**src/inc/general_timer_one_pkg.sv**
```systemverilog
// constants, types and helpers shared by the general timer one design
// Operation
// - a 16-bit counter serves as clock time base, interval timer or event counter
// - the count clock may come from a slow 32 kHz oscillator on the external input
// - asynchronous counter mode counts the external input without the after-prescaler resync
// - with sync selected, the prescaler output is resynchronised to the device clock
// - timer and gated modes count the instruction clock; counter modes the external input
// - mode comes from clock source bit 1, sync bit 2 and gate bit 6
// - timer_run bit 15 set starts the counter, cleared stops it
// - idle_halt_select bit 13 set stops the counter while the device idles
// - gate bit 6 enables gated accumulation on internal clock, ignored on external
// - prescale_select bits 5-4: 11 1:256, 10 1:64, 01 1:8, 00 1:1
// - sync bit 2 selects external input synchronisation, ignored on internal clock
// - clock source bit 1 set counts external rising edges, cleared uses instruction clock
`default_nettype none
package general_timer_one_pkg;

  ////////////////////////////////////////////////////////////////////////////////
  // register map
  localparam logic [11:0] ADDR_CONTROL = 12'h000;
  localparam logic [11:0] ADDR_COUNT = 12'h004;

  ////////////////////////////////////////////////////////////////////////////////
  // control word fields
  localparam int RUN_BIT = 15;
  localparam int IDLE_HALT_BIT = 13;
  localparam int GATE_BIT = 6;
  localparam int PRESCALE_LSB = 4;
  localparam int PRESCALE_MSB = 5;
  localparam int SYNC_BIT = 2;
  localparam int SOURCE_BIT = 1;
  localparam logic [15:0] CONTROL_MASK = 16'hA076;
  localparam logic [15:0] CONTROL_RESET = 16'h0000;
  localparam logic [15:0] COUNT_RESET = 16'h0000;

  localparam logic [1:0] PRESCALE_1 = 2'h0;
  localparam logic [1:0] PRESCALE_8 = 2'h1;
  localparam logic [1:0] PRESCALE_64 = 2'h2;
  localparam logic [1:0] PRESCALE_256 = 2'h3;

  // terminal values of the prescale divider, ratio minus one
  localparam logic [7:0] LIMIT_1 = 8'h00;
  localparam logic [7:0] LIMIT_8 = 8'h07;
  localparam logic [7:0] LIMIT_64 = 8'h3F;
  localparam logic [7:0] LIMIT_256 = 8'hFF;

  typedef enum logic [1:0] {
    MODE_TIMER,
    MODE_GATED,
    MODE_SYNC_COUNT,
    MODE_ASYNC_COUNT
  } mode_e;

  function automatic logic [7:0] prescale_limit(input logic [1:0] sel);
    logic [7:0] lim;
    lim = LIMIT_1;
    unique case (sel)
      PRESCALE_1: lim = LIMIT_1;
      PRESCALE_8: lim = LIMIT_8;
      PRESCALE_64: lim = LIMIT_64;
      PRESCALE_256: lim = LIMIT_256;
    endcase
    return lim;
  endfunction

  function automatic mode_e decode_mode(input logic [15:0] ctrl);
    mode_e m;
    m = MODE_TIMER;
    if (ctrl[SOURCE_BIT]) begin
      m = ctrl[SYNC_BIT] ? MODE_SYNC_COUNT : MODE_ASYNC_COUNT;
    end else begin
      m = ctrl[GATE_BIT] ? MODE_GATED : MODE_TIMER;
    end
    return m;
  endfunction

endpackage
`default_nettype wire

```
**src/rtl/general_timer_one.sv**
```systemverilog
// general timer one: apb register slave, mode select, prescale and 16-bit counter
`timescale 1ns/10ps
`default_nettype none
module general_timer_one (
  input wire logic pclk,
  input wire logic presetn,
  input wire logic psel,
  input wire logic penable,
  input wire logic pwrite,
  input wire logic [11:0] paddr,
  input wire logic [31:0] pwdata,
  input wire logic [3:0] pstrb,
  output logic [31:0] prdata,
  output logic pready,
  output logic pslverr,
  input wire logic external_count_input,
  input wire logic gate_input,
  input wire logic device_idle,
  output logic [15:0] count_value,
  output logic count_pulse
);

  ////////////////////////////////////////////////////////////////////////////////
  // apb slave
  logic access_done;
  logic addr_control;
  logic addr_count;
  logic write_control;
  logic write_count;
  logic [15:0] timer_one_control;
  logic [15:0] next_control;
  logic [15:0] next_count_write;

  assign access_done = psel && penable && pready;
  assign addr_control = (paddr == general_timer_one_pkg::ADDR_CONTROL);
  assign addr_count = (paddr == general_timer_one_pkg::ADDR_COUNT);
  assign write_control = access_done && pwrite && addr_control;
  assign write_count = access_done && pwrite && addr_count;

  // one wait state: pready rises the cycle after the access phase opens
  always_ff @(posedge pclk or negedge presetn) begin
    if (!presetn) begin
      pready <= 1'b0;
      pslverr <= 1'b0;
      prdata <= 32'h00000000;
    end else begin
      pready <= psel && penable && !pready;
      pslverr <= psel && penable && !pready && !addr_control && !addr_count;
      if (psel && penable && !pready && !pwrite && addr_control) begin
        prdata <= {16'h0000, timer_one_control};
      end else if (psel && penable && !pready && !pwrite && addr_count) begin
        prdata <= {16'h0000, count_value};
      end else begin
        prdata <= 32'h00000000;
      end
    end
  end

  // byte lanes 0 and 1 carry the 16-bit registers; lanes 2 and 3 are dropped
  always_comb begin
    next_control = timer_one_control;
    next_count_write = count_value;
    if (pstrb[0]) begin
      next_control[7:0] = pwdata[7:0];
      next_count_write[7:0] = pwdata[7:0];
    end
    if (pstrb[1]) begin
      next_control[15:8] = pwdata[15:8];
      next_count_write[15:8] = pwdata[15:8];
    end
    next_control = next_control & general_timer_one_pkg::CONTROL_MASK;
  end

  always_ff @(posedge pclk or negedge presetn) begin
    if (!presetn) begin
      timer_one_control <= general_timer_one_pkg::CONTROL_RESET;
    end else if (write_control) begin
      timer_one_control <= next_control;
    end
  end

  ////////////////////////////////////////////////////////////////////////////////
  // control decode
  logic run;
  logic idle_halt_select;
  logic gate_accumulate_enable;
  logic ext_clock_sync_select;
  logic clock_source_select;
  logic [1:0] prescale_select;
  general_timer_one_pkg::mode_e mode;

  assign run = timer_one_control[general_timer_one_pkg::RUN_BIT];
  assign idle_halt_select = timer_one_control[general_timer_one_pkg::IDLE_HALT_BIT];
  assign gate_accumulate_enable = timer_one_control[general_timer_one_pkg::GATE_BIT];
  assign ext_clock_sync_select = timer_one_control[general_timer_one_pkg::SYNC_BIT];
  assign clock_source_select = timer_one_control[general_timer_one_pkg::SOURCE_BIT];
  assign prescale_select = timer_one_control[general_timer_one_pkg::PRESCALE_MSB:
                                             general_timer_one_pkg::PRESCALE_LSB];
  assign mode = general_timer_one_pkg::decode_mode(timer_one_control);

  ////////////////////////////////////////////////////////////////////////////////
  // pin inputs
  logic ext_level;
  logic ext_rise;
  logic gate_level;

  // a 32 kHz source is far below the sampling rate, so no edge is missed
  pin_level_filter ext_filter (
    .pclk(pclk),
    .presetn(presetn),
    .pin_in(external_count_input),
    .level(ext_level),
    .rise(ext_rise)
  );

  pin_level_filter gate_filter (
    .pclk(pclk),
    .presetn(presetn),
    .pin_in(gate_input),
    .level(gate_level),
    .rise()
  );

  ////////////////////////////////////////////////////////////////////////////////
  // count clock selection
  logic enabled;
  logic source_tick;
  logic tick_in;
  logic pre_out;

  // idle stops the count only when the halt option is set
  assign enabled = run && !(idle_halt_select && device_idle);

  always_comb begin
    source_tick = 1'b0;
    unique case (mode)
      general_timer_one_pkg::MODE_TIMER: source_tick = 1'b1;
      general_timer_one_pkg::MODE_GATED: source_tick = gate_level;
      general_timer_one_pkg::MODE_SYNC_COUNT: source_tick = ext_rise;
      general_timer_one_pkg::MODE_ASYNC_COUNT: source_tick = ext_rise;
    endcase
  end

  assign tick_in = enabled && source_tick;

  // the divider is cleared while stopped, so a fresh start gives a full period
  tick_prescaler prescaler (
    .pclk(pclk),
    .presetn(presetn),
    .clear(!run),
    .tick_in(tick_in),
    .select(prescale_select),
    .tick_out(pre_out)
  );

  ////////////////////////////////////////////////////////////////////////////////
  // resync after the prescaler
  logic resync_tick;
  logic increment;

  // the resync stage costs one cycle of latency in synchronous counter mode
  always_ff @(posedge pclk or negedge presetn) begin
    if (!presetn) begin
      resync_tick <= 1'b0;
    end else begin
      resync_tick <= pre_out && (mode == general_timer_one_pkg::MODE_SYNC_COUNT);
    end
  end

  always_comb begin
    increment = 1'b0;
    unique case (mode)
      general_timer_one_pkg::MODE_SYNC_COUNT: increment = resync_tick && run;
      general_timer_one_pkg::MODE_ASYNC_COUNT: increment = pre_out;
      general_timer_one_pkg::MODE_TIMER: increment = pre_out;
      general_timer_one_pkg::MODE_GATED: increment = pre_out;
    endcase
  end

  ////////////////////////////////////////////////////////////////////////////////
  // counter
  // a software write wins over an increment in the same cycle
  always_ff @(posedge pclk or negedge presetn) begin
    if (!presetn) begin
      count_value <= general_timer_one_pkg::COUNT_RESET;
    end else if (write_count) begin
      count_value <= next_count_write;
    end else if (increment) begin
      count_value <= count_value + 16'h0001;
    end
  end

  always_ff @(posedge pclk or negedge presetn) begin
    if (!presetn) begin
      count_pulse <= 1'b0;
    end else begin
      count_pulse <= increment && !write_count;
    end
  end

  // ticks taken since the last prescaler output, kept apart from the divider itself
  logic [7:0] ref_ticks;
  logic ref_valid;

  // a ratio change while running leaves the current period unchecked
  always_ff @(posedge pclk or negedge presetn) begin
    if (!presetn) begin
      ref_ticks <= 8'h00;
      ref_valid <= 1'b1;
    end else if (!run) begin
      ref_ticks <= 8'h00;
      ref_valid <= 1'b1;
    end else if (write_control) begin
      ref_ticks <= 8'h00;
      ref_valid <= 1'b0;
    end else if (pre_out) begin
      ref_ticks <= 8'h00;
      ref_valid <= 1'b1;
    end else if (tick_in) begin
      ref_ticks <= ref_ticks + 8'h01;
    end
  end
endmodule // general_timer_one
`default_nettype wire

```
**src/rtl/pin_level_filter.sv**
```systemverilog
// three-stage pin synchroniser with agreement filter and rising-edge pulse
`timescale 1ns/10ps
`default_nettype none
module pin_level_filter (
  input wire logic pclk,
  input wire logic presetn,
  input wire logic pin_in,
  output logic level,
  output logic rise
);

  logic stage1;
  logic stage2;
  logic stage3;

  // stage1 feeds only stage2; metastability settles before any decision
  always_ff @(posedge pclk or negedge presetn) begin
    if (!presetn) begin
      stage1 <= 1'b0;
      stage2 <= 1'b0;
      stage3 <= 1'b0;
    end else begin
      stage1 <= pin_in;
      stage2 <= stage1;
      stage3 <= stage2;
    end
  end

  // a change counts only once the second and third stages agree
  always_ff @(posedge pclk or negedge presetn) begin
    if (!presetn) begin
      level <= 1'b0;
      rise <= 1'b0;
    end else begin
      if (stage2 == stage3) begin
        level <= stage3;
      end
      rise <= (stage2 == stage3) && stage3 && !level;
    end
  end

endmodule // pin_level_filter
`default_nettype wire

```
**src/rtl/tick_prescaler.sv**
```systemverilog
// selectable 1/8/64/256 divider of a tick stream
`timescale 1ns/10ps
`default_nettype none
module tick_prescaler (
  input wire logic pclk,
  input wire logic presetn,
  input wire logic clear,
  input wire logic tick_in,
  input wire logic [1:0] select,
  output logic tick_out
);

  logic [7:0] div_count;
  logic [7:0] limit;

  assign limit = general_timer_one_pkg::prescale_limit(select);
  // a shrinking ratio mid-count fires at once rather than wrapping through 256
  assign tick_out = tick_in && (div_count >= limit);

  always_ff @(posedge pclk or negedge presetn) begin
    if (!presetn) begin
      div_count <= 8'h00;
    end else if (clear) begin
      div_count <= 8'h00;
    end else if (tick_in) begin
      if (div_count >= limit) begin
        div_count <= 8'h00;
      end else begin
        div_count <= div_count + 8'h01;
      end
    end
  end

endmodule // tick_prescaler
`default_nettype wire

```
**config.mk**
```make
export PLATFORM = sky130hd
export DESIGN_NAME = general_timer_one
export DESIGN_NICKNAME = d
export VERILOG_FILES = /design/src/inc/general_timer_one_pkg.sv /design/src/rtl/general_timer_one.sv /design/src/rtl/pin_level_filter.sv /design/src/rtl/tick_prescaler.sv
export SDC_FILE = /design/constraint.sdc
export NUM_CORES = 1
export LEC_CHECK = 0
export ABC_AREA = 1
export BUFFER_PORTS_ARGS = -buffer_cell sky130_fd_sc_hd__clkbuf_2
export CELL_PAD_IN_SITES_DETAIL_PLACEMENT = 2
export CELL_PAD_IN_SITES_GLOBAL_PLACEMENT = 2
export CORE_UTILIZATION = 29
export DETAILED_ROUTE_END_ITERATION = 10
export PLACE_DENSITY_LB_ADDON = 0.1
export SKIP_LAST_GASP = 1
export SYNTH_ARGS = -nofsm -noshare
export SYNTH_HDL_FRONTEND = slang
export SYNTH_SLANG_ARGS = --single-unit
```
**constraint.sdc**
```tcl
create_clock -name pclk -period 2.65 [get_ports pclk]
set_clock_uncertainty 0.15 [all_clocks]
set_input_delay 0.1325 -clock pclk [delete_from_list [all_inputs] [get_ports pclk]]
set_output_delay 0.1325 -clock pclk [all_outputs]
set_load 0.03 [all_outputs]
```
### Yosys cells after proc, flatten, opt, wreduce, memory -nomap -nowiden

Index checks and enable logic that the tools add are counted.

| operators by class | value |
|---|---|
| magnitude comparators | 1 |
| equal/unequal tests | 12 |
| mux-type cells | 15 |
| add/subtract/negate cells | 2 |
| reductions and logical operators | 37 |

Operators with widths:

| kind | count |
|---|---|
| two-way mux 16 bit | 3 |
| two-way mux 8 bit | 5 |
| two-way mux 32 bit | 1 |
| one-hot mux 8 bit (4 select lines) | 1 |
| logical AND 1 bit | 20 |
| adder 16 x 1 -> 16 bit, second input constant | 1 |
| == test 12 x 3 -> 1 bit, second input constant | 1 |
| logical NOT 12 bit | 1 |
| adder 8 x 1 -> 8 bit, second input constant | 1 |
| == test 2 bit, second input constant | 4 |
| >= comparator 8 bit | 1 |
| AND reduction 2 bit | 4 |
| logical NOT 1 bit | 7 |
| == test 2 x 1 -> 1 bit, second input constant | 2 |
| logical NOT 2 bit | 2 |
| inequality test 2 bit, second input constant | 2 |
| one-hot mux 1 bit (3 select lines) | 1 |
| OR reduction 3 bit | 1 |
| == test 1 bit | 2 |
| two-way mux 1 bit | 2 |
| two-way mux 2 bit | 1 |
| inequality test 2 x 1 -> 1 bit, second input constant | 1 |
| one-hot mux 1 bit (2 select lines) | 1 |
| nonzero test 2 bit | 1 |
| OR reduction 2 bit | 1 |

| word-level totals | value |
|---|---|
| register bits | 76 |
| logic and storage cells | 86 |
| output and inout port bits | 51 |

### Logic depth before layout (Yosys ltp)

| logic depth | value |
|---|---|
| word-level depth | 10 |
| mapped depth | 16 |
| gate-level depth less buffers | 16 |

### Hierarchy

Synthesis repeated with hierarchy kept, for this count alone.

| unflattened totals | value |
|---|---|
| cell total of the unflattened synthesis | 452 |
| area, all modules | 3437.0 µm² |

By module, submodules not included:

| module | area an instance (µm²) | sequential area each (µm²) | cells each | instances |
|---|---|---|---|---|
| general_timer_one | 2459.9 | 1076.0 | 327 | 1 |
| tick_prescaler | 656.9 | 200.2 | 101 | 1 |
| pin_level_filter | 160.2 | 125.1 | 12 | 2 |

### Worst setup path before layout

No wires, ideal clock.

| timing | value |
|---|---|
| path kind | reg-to-reg |
| start | reg timer_one_control[4] |
| end | reg count_value[7] |
| setup time | 0.066 ns |
| path buffers | 1 |
| data arrival time | 1.653 ns |
| stages on the path, launching flop included | 15 |
| path slack | 0.780 ns |
| path through | dfrtp_1 > nor2_2 > ha_1 > a21oi_1 > nand2_1 > nand2_1 > nand2_1 > nand2_1 > nand2_1 > nand2_2 > nand2_4 > nand2_8 > buf_12 > nand3_2 > nand2_1 |

| on the way | value |
|---|---|
| word-level cells in the longest chain between the ends | 7 |
| elaborated cells on any way between the ends | 10 |

Ends and longest elaborated chain:

| element | line | source |
|---|---|---|
| start, declared | general_timer_one.sv:30 | `logic [15:0] timer_one_control;` |
| start signal, assigned | general_timer_one.sv:76 | `timer_one_control <= general_timer_one_pkg::CONTROL_RESET;` |
| start signal, assigned | general_timer_one.sv:78 | `timer_one_control <= next_control;` |
| == test 2 bit (tied with other cells) | general_timer_one_pkg.sv:57 | `unique case (sel)` |
| one-hot mux 8 bit (4 select lines) (*) | general_timer_one_pkg.sv:57 |  |
| >= comparator 8 bit (*) | tick_prescaler.sv:18 | `assign tick_out = tick_in && (div_count >= limit);` |
| logical AND 1 bit (*) | tick_prescaler.sv:18 |  |
| one-hot mux 1 bit (2 select lines) (*) | general_timer_one.sv:172 | `unique case (mode)` |
| nonzero test 2 bit (no source line) (*) | n/a |  |
| AND reduction 2 bit (no source line) (*) | n/a |  |
| end signal, assigned | general_timer_one.sv:185 | `count_value <= general_timer_one_pkg::COUNT_RESET;` |
| end signal, assigned | general_timer_one.sv:187 | `count_value <= next_count_write;` |
| end signal, assigned | general_timer_one.sv:189 | `count_value <= count_value + 16'h0001;` |
| end, declared | general_timer_one.sv:19 | `output logic [15:0] count_value,` |

Every way passes the cells marked *; elsewhere a longest branch is shown, timed or not.
A chain may end at the register's enable or synchronous reset.

### Final worst setup path

| timing | value |
|---|---|
| start | reg timer_one_control[4] |
| end | reg count_value[10] |

Same word-level chain as after synthesis.

==> metrics.txt <==
status complete, no violations; H-tree depth 3; Antenna Cells 0; Worst setup SP type flop; CP Cell Sequence nor2_2 > ha_1 > inv_1 > nand2_1 > nand2_1 > nand2_1 > nand2_1 > nand2_1 > nand2_1 > nand2_1 > nand2_2 > nand2_4 > nand2_8 > nand2_4 > nand2_1 > nand2_1; Final GP Congestion between 0.7 and 0.8; commonest non-fill, non-tap cell in the layout nand2_1; Top cell by count, worst path nand2_1; # DRC 0; fin cells around 650; Yosys cell types 38; compound-cell area share of the yosys netlist 6.902%; gr ovfl total 0; XOR/XNOR share of the synthesized area under 10%; via count of the routed design 3036; fin. max-slew vios 0; Starting Density 30.24%; Crit Path Class reg -> reg; post-route clock period utilization ~84%; Nets about 570; Synthesis Warnings 0; Root Buffer clkbuf_16; fraction of the mapped netlist area in adder cells approximately 3.7%; initial antenna violation count 0; number of I/O pins between 100 and 150; CP max FO 19; post-synth design cell area about 3300 sq um; Syn Area/Cell around 8.3 sq um; CTS Hold Buffers Added 19; Post-Place Cells ~610; Detailed Place HPWL between 7 and 8 mm; synthesized flop and latch total 60; Critical Path End Type flop; post-synthesis cell type with the largest combined area dfrtp_1; worst skew pair latency about 0.33 ns; Area contributors post-synth dfrtp_1, nand2_1, inv_1; Post-Synth Simple-Gate Area 30.01%; antenna viol nets, final 0; Die Wd between 100 and 150 um; share of cells above drive strength 1 about 25%; total die area between 10000 and 15000 sq um; setup violators final 0; first-pass GRT wire length 16.74 mm; # Post-CTS Setup Buffers 0; post-synth top area share between 40% and 50%; delay of the slowest cell on the worst path about 0.4 ns; clk buf depth 2; leakage power 2.345 nW; Iteration-0 DRC Markers a little under 50; CTS resizes 0; CTS Sinks 60; Fin. Hold Viols 0; Seq/Total Area, Yosys between 40% and 50%; num rows 38; CP delay by family, top simple AND/OR/NAND/NOR gates; MaxCap Viol Count 0; Total GRT Usage 18.77%; FMAX between 400 and 500 MHz; Reg2Reg Setup Slack slightly above 0.4 ns; CP Data Required Time around 2.7 ns; Die Y roughly 110 um; DR WL/cell approximately 16 um; arrival time at the worst endpoint 2.31 ns; port bufs between 70 and 80; min Tclk post-route ~2.2 ns; P&R area growth vs syn 29.03%; Worst Hold Class in -> reg; maximum vdd ir drop around 0.00022 V; drt via density 4.707; Setup TNS 0 ns; vias in the first global route between 3k and 4k; core area 11030 sq um; hold_ws just under 0.005 ns; most frequent cells in the layout nand2_1, clkbuf_2, dfrtp_1; main combinational cell family by area after synthesis simple AND/OR/NAND/NOR gates; Mapped Cells about 400; Pwr per Cell Area roughly 580 nW/um^2; Worst path slowest cell dfrtp_1; drt total wl about 10 mm; RSZ-0062 raised after global routing no; mux cell area share after synthesis less than 1%; largest net degree at the start of global routing 61; CTS buffer count 9; Buf+Inv Stages, Crit Path 1; Final Power ~2.5 mW; Pre-antenna DRT Iters 4; CTS tree yes; Clock transition at path regs about 0.050 ns
-- through the flow --
step,setup WS [ns],util [%],instance area (sq um)
6_report,0.4148,39.02,4304
5_1_grt,0.1993,39.02,4304
4_1_cts,0.3537,39.02,4304
3_5_place_dp,0.3746,34.54,3810
3_3_place_gp,0.4361,34.54,3810
2_1_floorplan,0.7804,-,3392
-- report_power, final --
part	internal [mW]	switching, mW
combinational	0.108	0.166
sequential	0.956	0.0433
clock	0.800	0.411
-- worst reg2reg max path, cell delays in order, from the launching register on --
cell     delay, ns
dfrtp_1       0.40
nor2_2        0.18
ha_1          0.27
inv_1         0.06
nand2_1       0.05
nand2_1       0.06
nand2_1       0.05
nand2_1       0.06
nand2_1       0.05
nand2_1       0.05
nand2_1       0.10
nand2_2       0.11
nand2_4       0.07
nand2_8       0.18
nand2_4       0.14
nand2_1       0.10
nand2_1       0.05
-- state kept, by name, summed over array words and instances, names as in the netlist --
name,cells
ext_filter.stage1,1
gate_filter.stage3,1
count_pulse,1
prescaler.div_count,8
ext_filter.level,1
gate_filter.stage1,1
pslverr,1
ext_filter.stage2,1
gate_filter.stage2,1
ext_filter.stage3,1
ext_filter.rise,1
resync_tick,1
gate_filter.level,1
count_value,16
pready,1
prdata,16
timer_one_control,7
-- final cells by class --
| type | count | area (sq um) |
|---|---|---|
| Clock buffer | 14 | 274.0 |
| Clock inverter | 1 | 30.03 |
| Fill cell | 1244 | 6726 |
| Inverter | 57 | 216.5 |
| Multi-Input combinational cell | 279 | 1521 |
| Sequential cell | 60 | 1501 |
| Tap cell | 140 | 175.2 |
| Timing Repair Buffer | 94 | 585.6 |
-- routing by layer --
layer | GRT usage [%] | up-vias | wire length (um)
li1 | - | 1457 | -
met1 | 23.79 | 1511 | 4671
met2 | 32.03 | 56 | 5072
met3 | 2.510 | 12 | 276
met4 | 7.714 | 0 | 164
met5 | 0 | - | 0
-- kinds of logic after synthesis --
| group | Yosys count |
|---|---|
| other | 1 |
| DFF | 60 |
| xor gates and xnor gates | 11 |
| muxes | 1 |
| AOI/OAI and AO/OA | 41 |
| and+or+nand+nor | 200 |
| buffers and inverters | 77 |
| adders and majority gates | 10 |
-- cell usage after synthesis --
library cell  number
a31oi_1            1
nor2_4             1
dfrtp_1           60
nand2_8            1
nand2_2            1
inv_1             47
nand2_4            5
o21ai_1            7
nor3_1             8
ha_1               9
inv_2              9
nand4_1            7
o31ai_1            3
nand3_1           27
clkbuf_1           2
nand3_2           10
nand3b_1           1
buf_12             1
nor4_1             1
buf_2              1
or2_4              1
nor3_4             1
inv_4              1
nor2_1            33
o22ai_1           11
xor2_1            10
a21oi_1           10
mux2_2             1
nor2_2             5
nand2_1           95
a21boi_0           1
buf_4             16
nand3_4            1
xnor2_1            1
o21ai_0            8
nor3_2             2
conb_1             1
maj3_1             1
-- path summary, 6_finish.rpt --
kind,depth (start not counted),start,end
max,16,timer_one_control[4]$_DFFE_PN0P_,count_value[10]$_DFFE_PN0P_
min,5,pwdata[8],count_value[8]$_DFFE_PN0P_
max reg2reg,16,timer_one_control[4]$_DFFE_PN0P_,count_value[10]$_DFFE_PN0P_
min reg2reg,0,ext_filter.stage1$_DFF_PN0_,ext_filter.stage2$_DFF_PN0_
max in group asynchronous,3,presetn,count_value[5]$_DFFE_PN0P_
min in group asynchronous,3,presetn,count_value[4]$_DFFE_PN0P_
No activity file was read; power rests on OpenSTA's default activity.
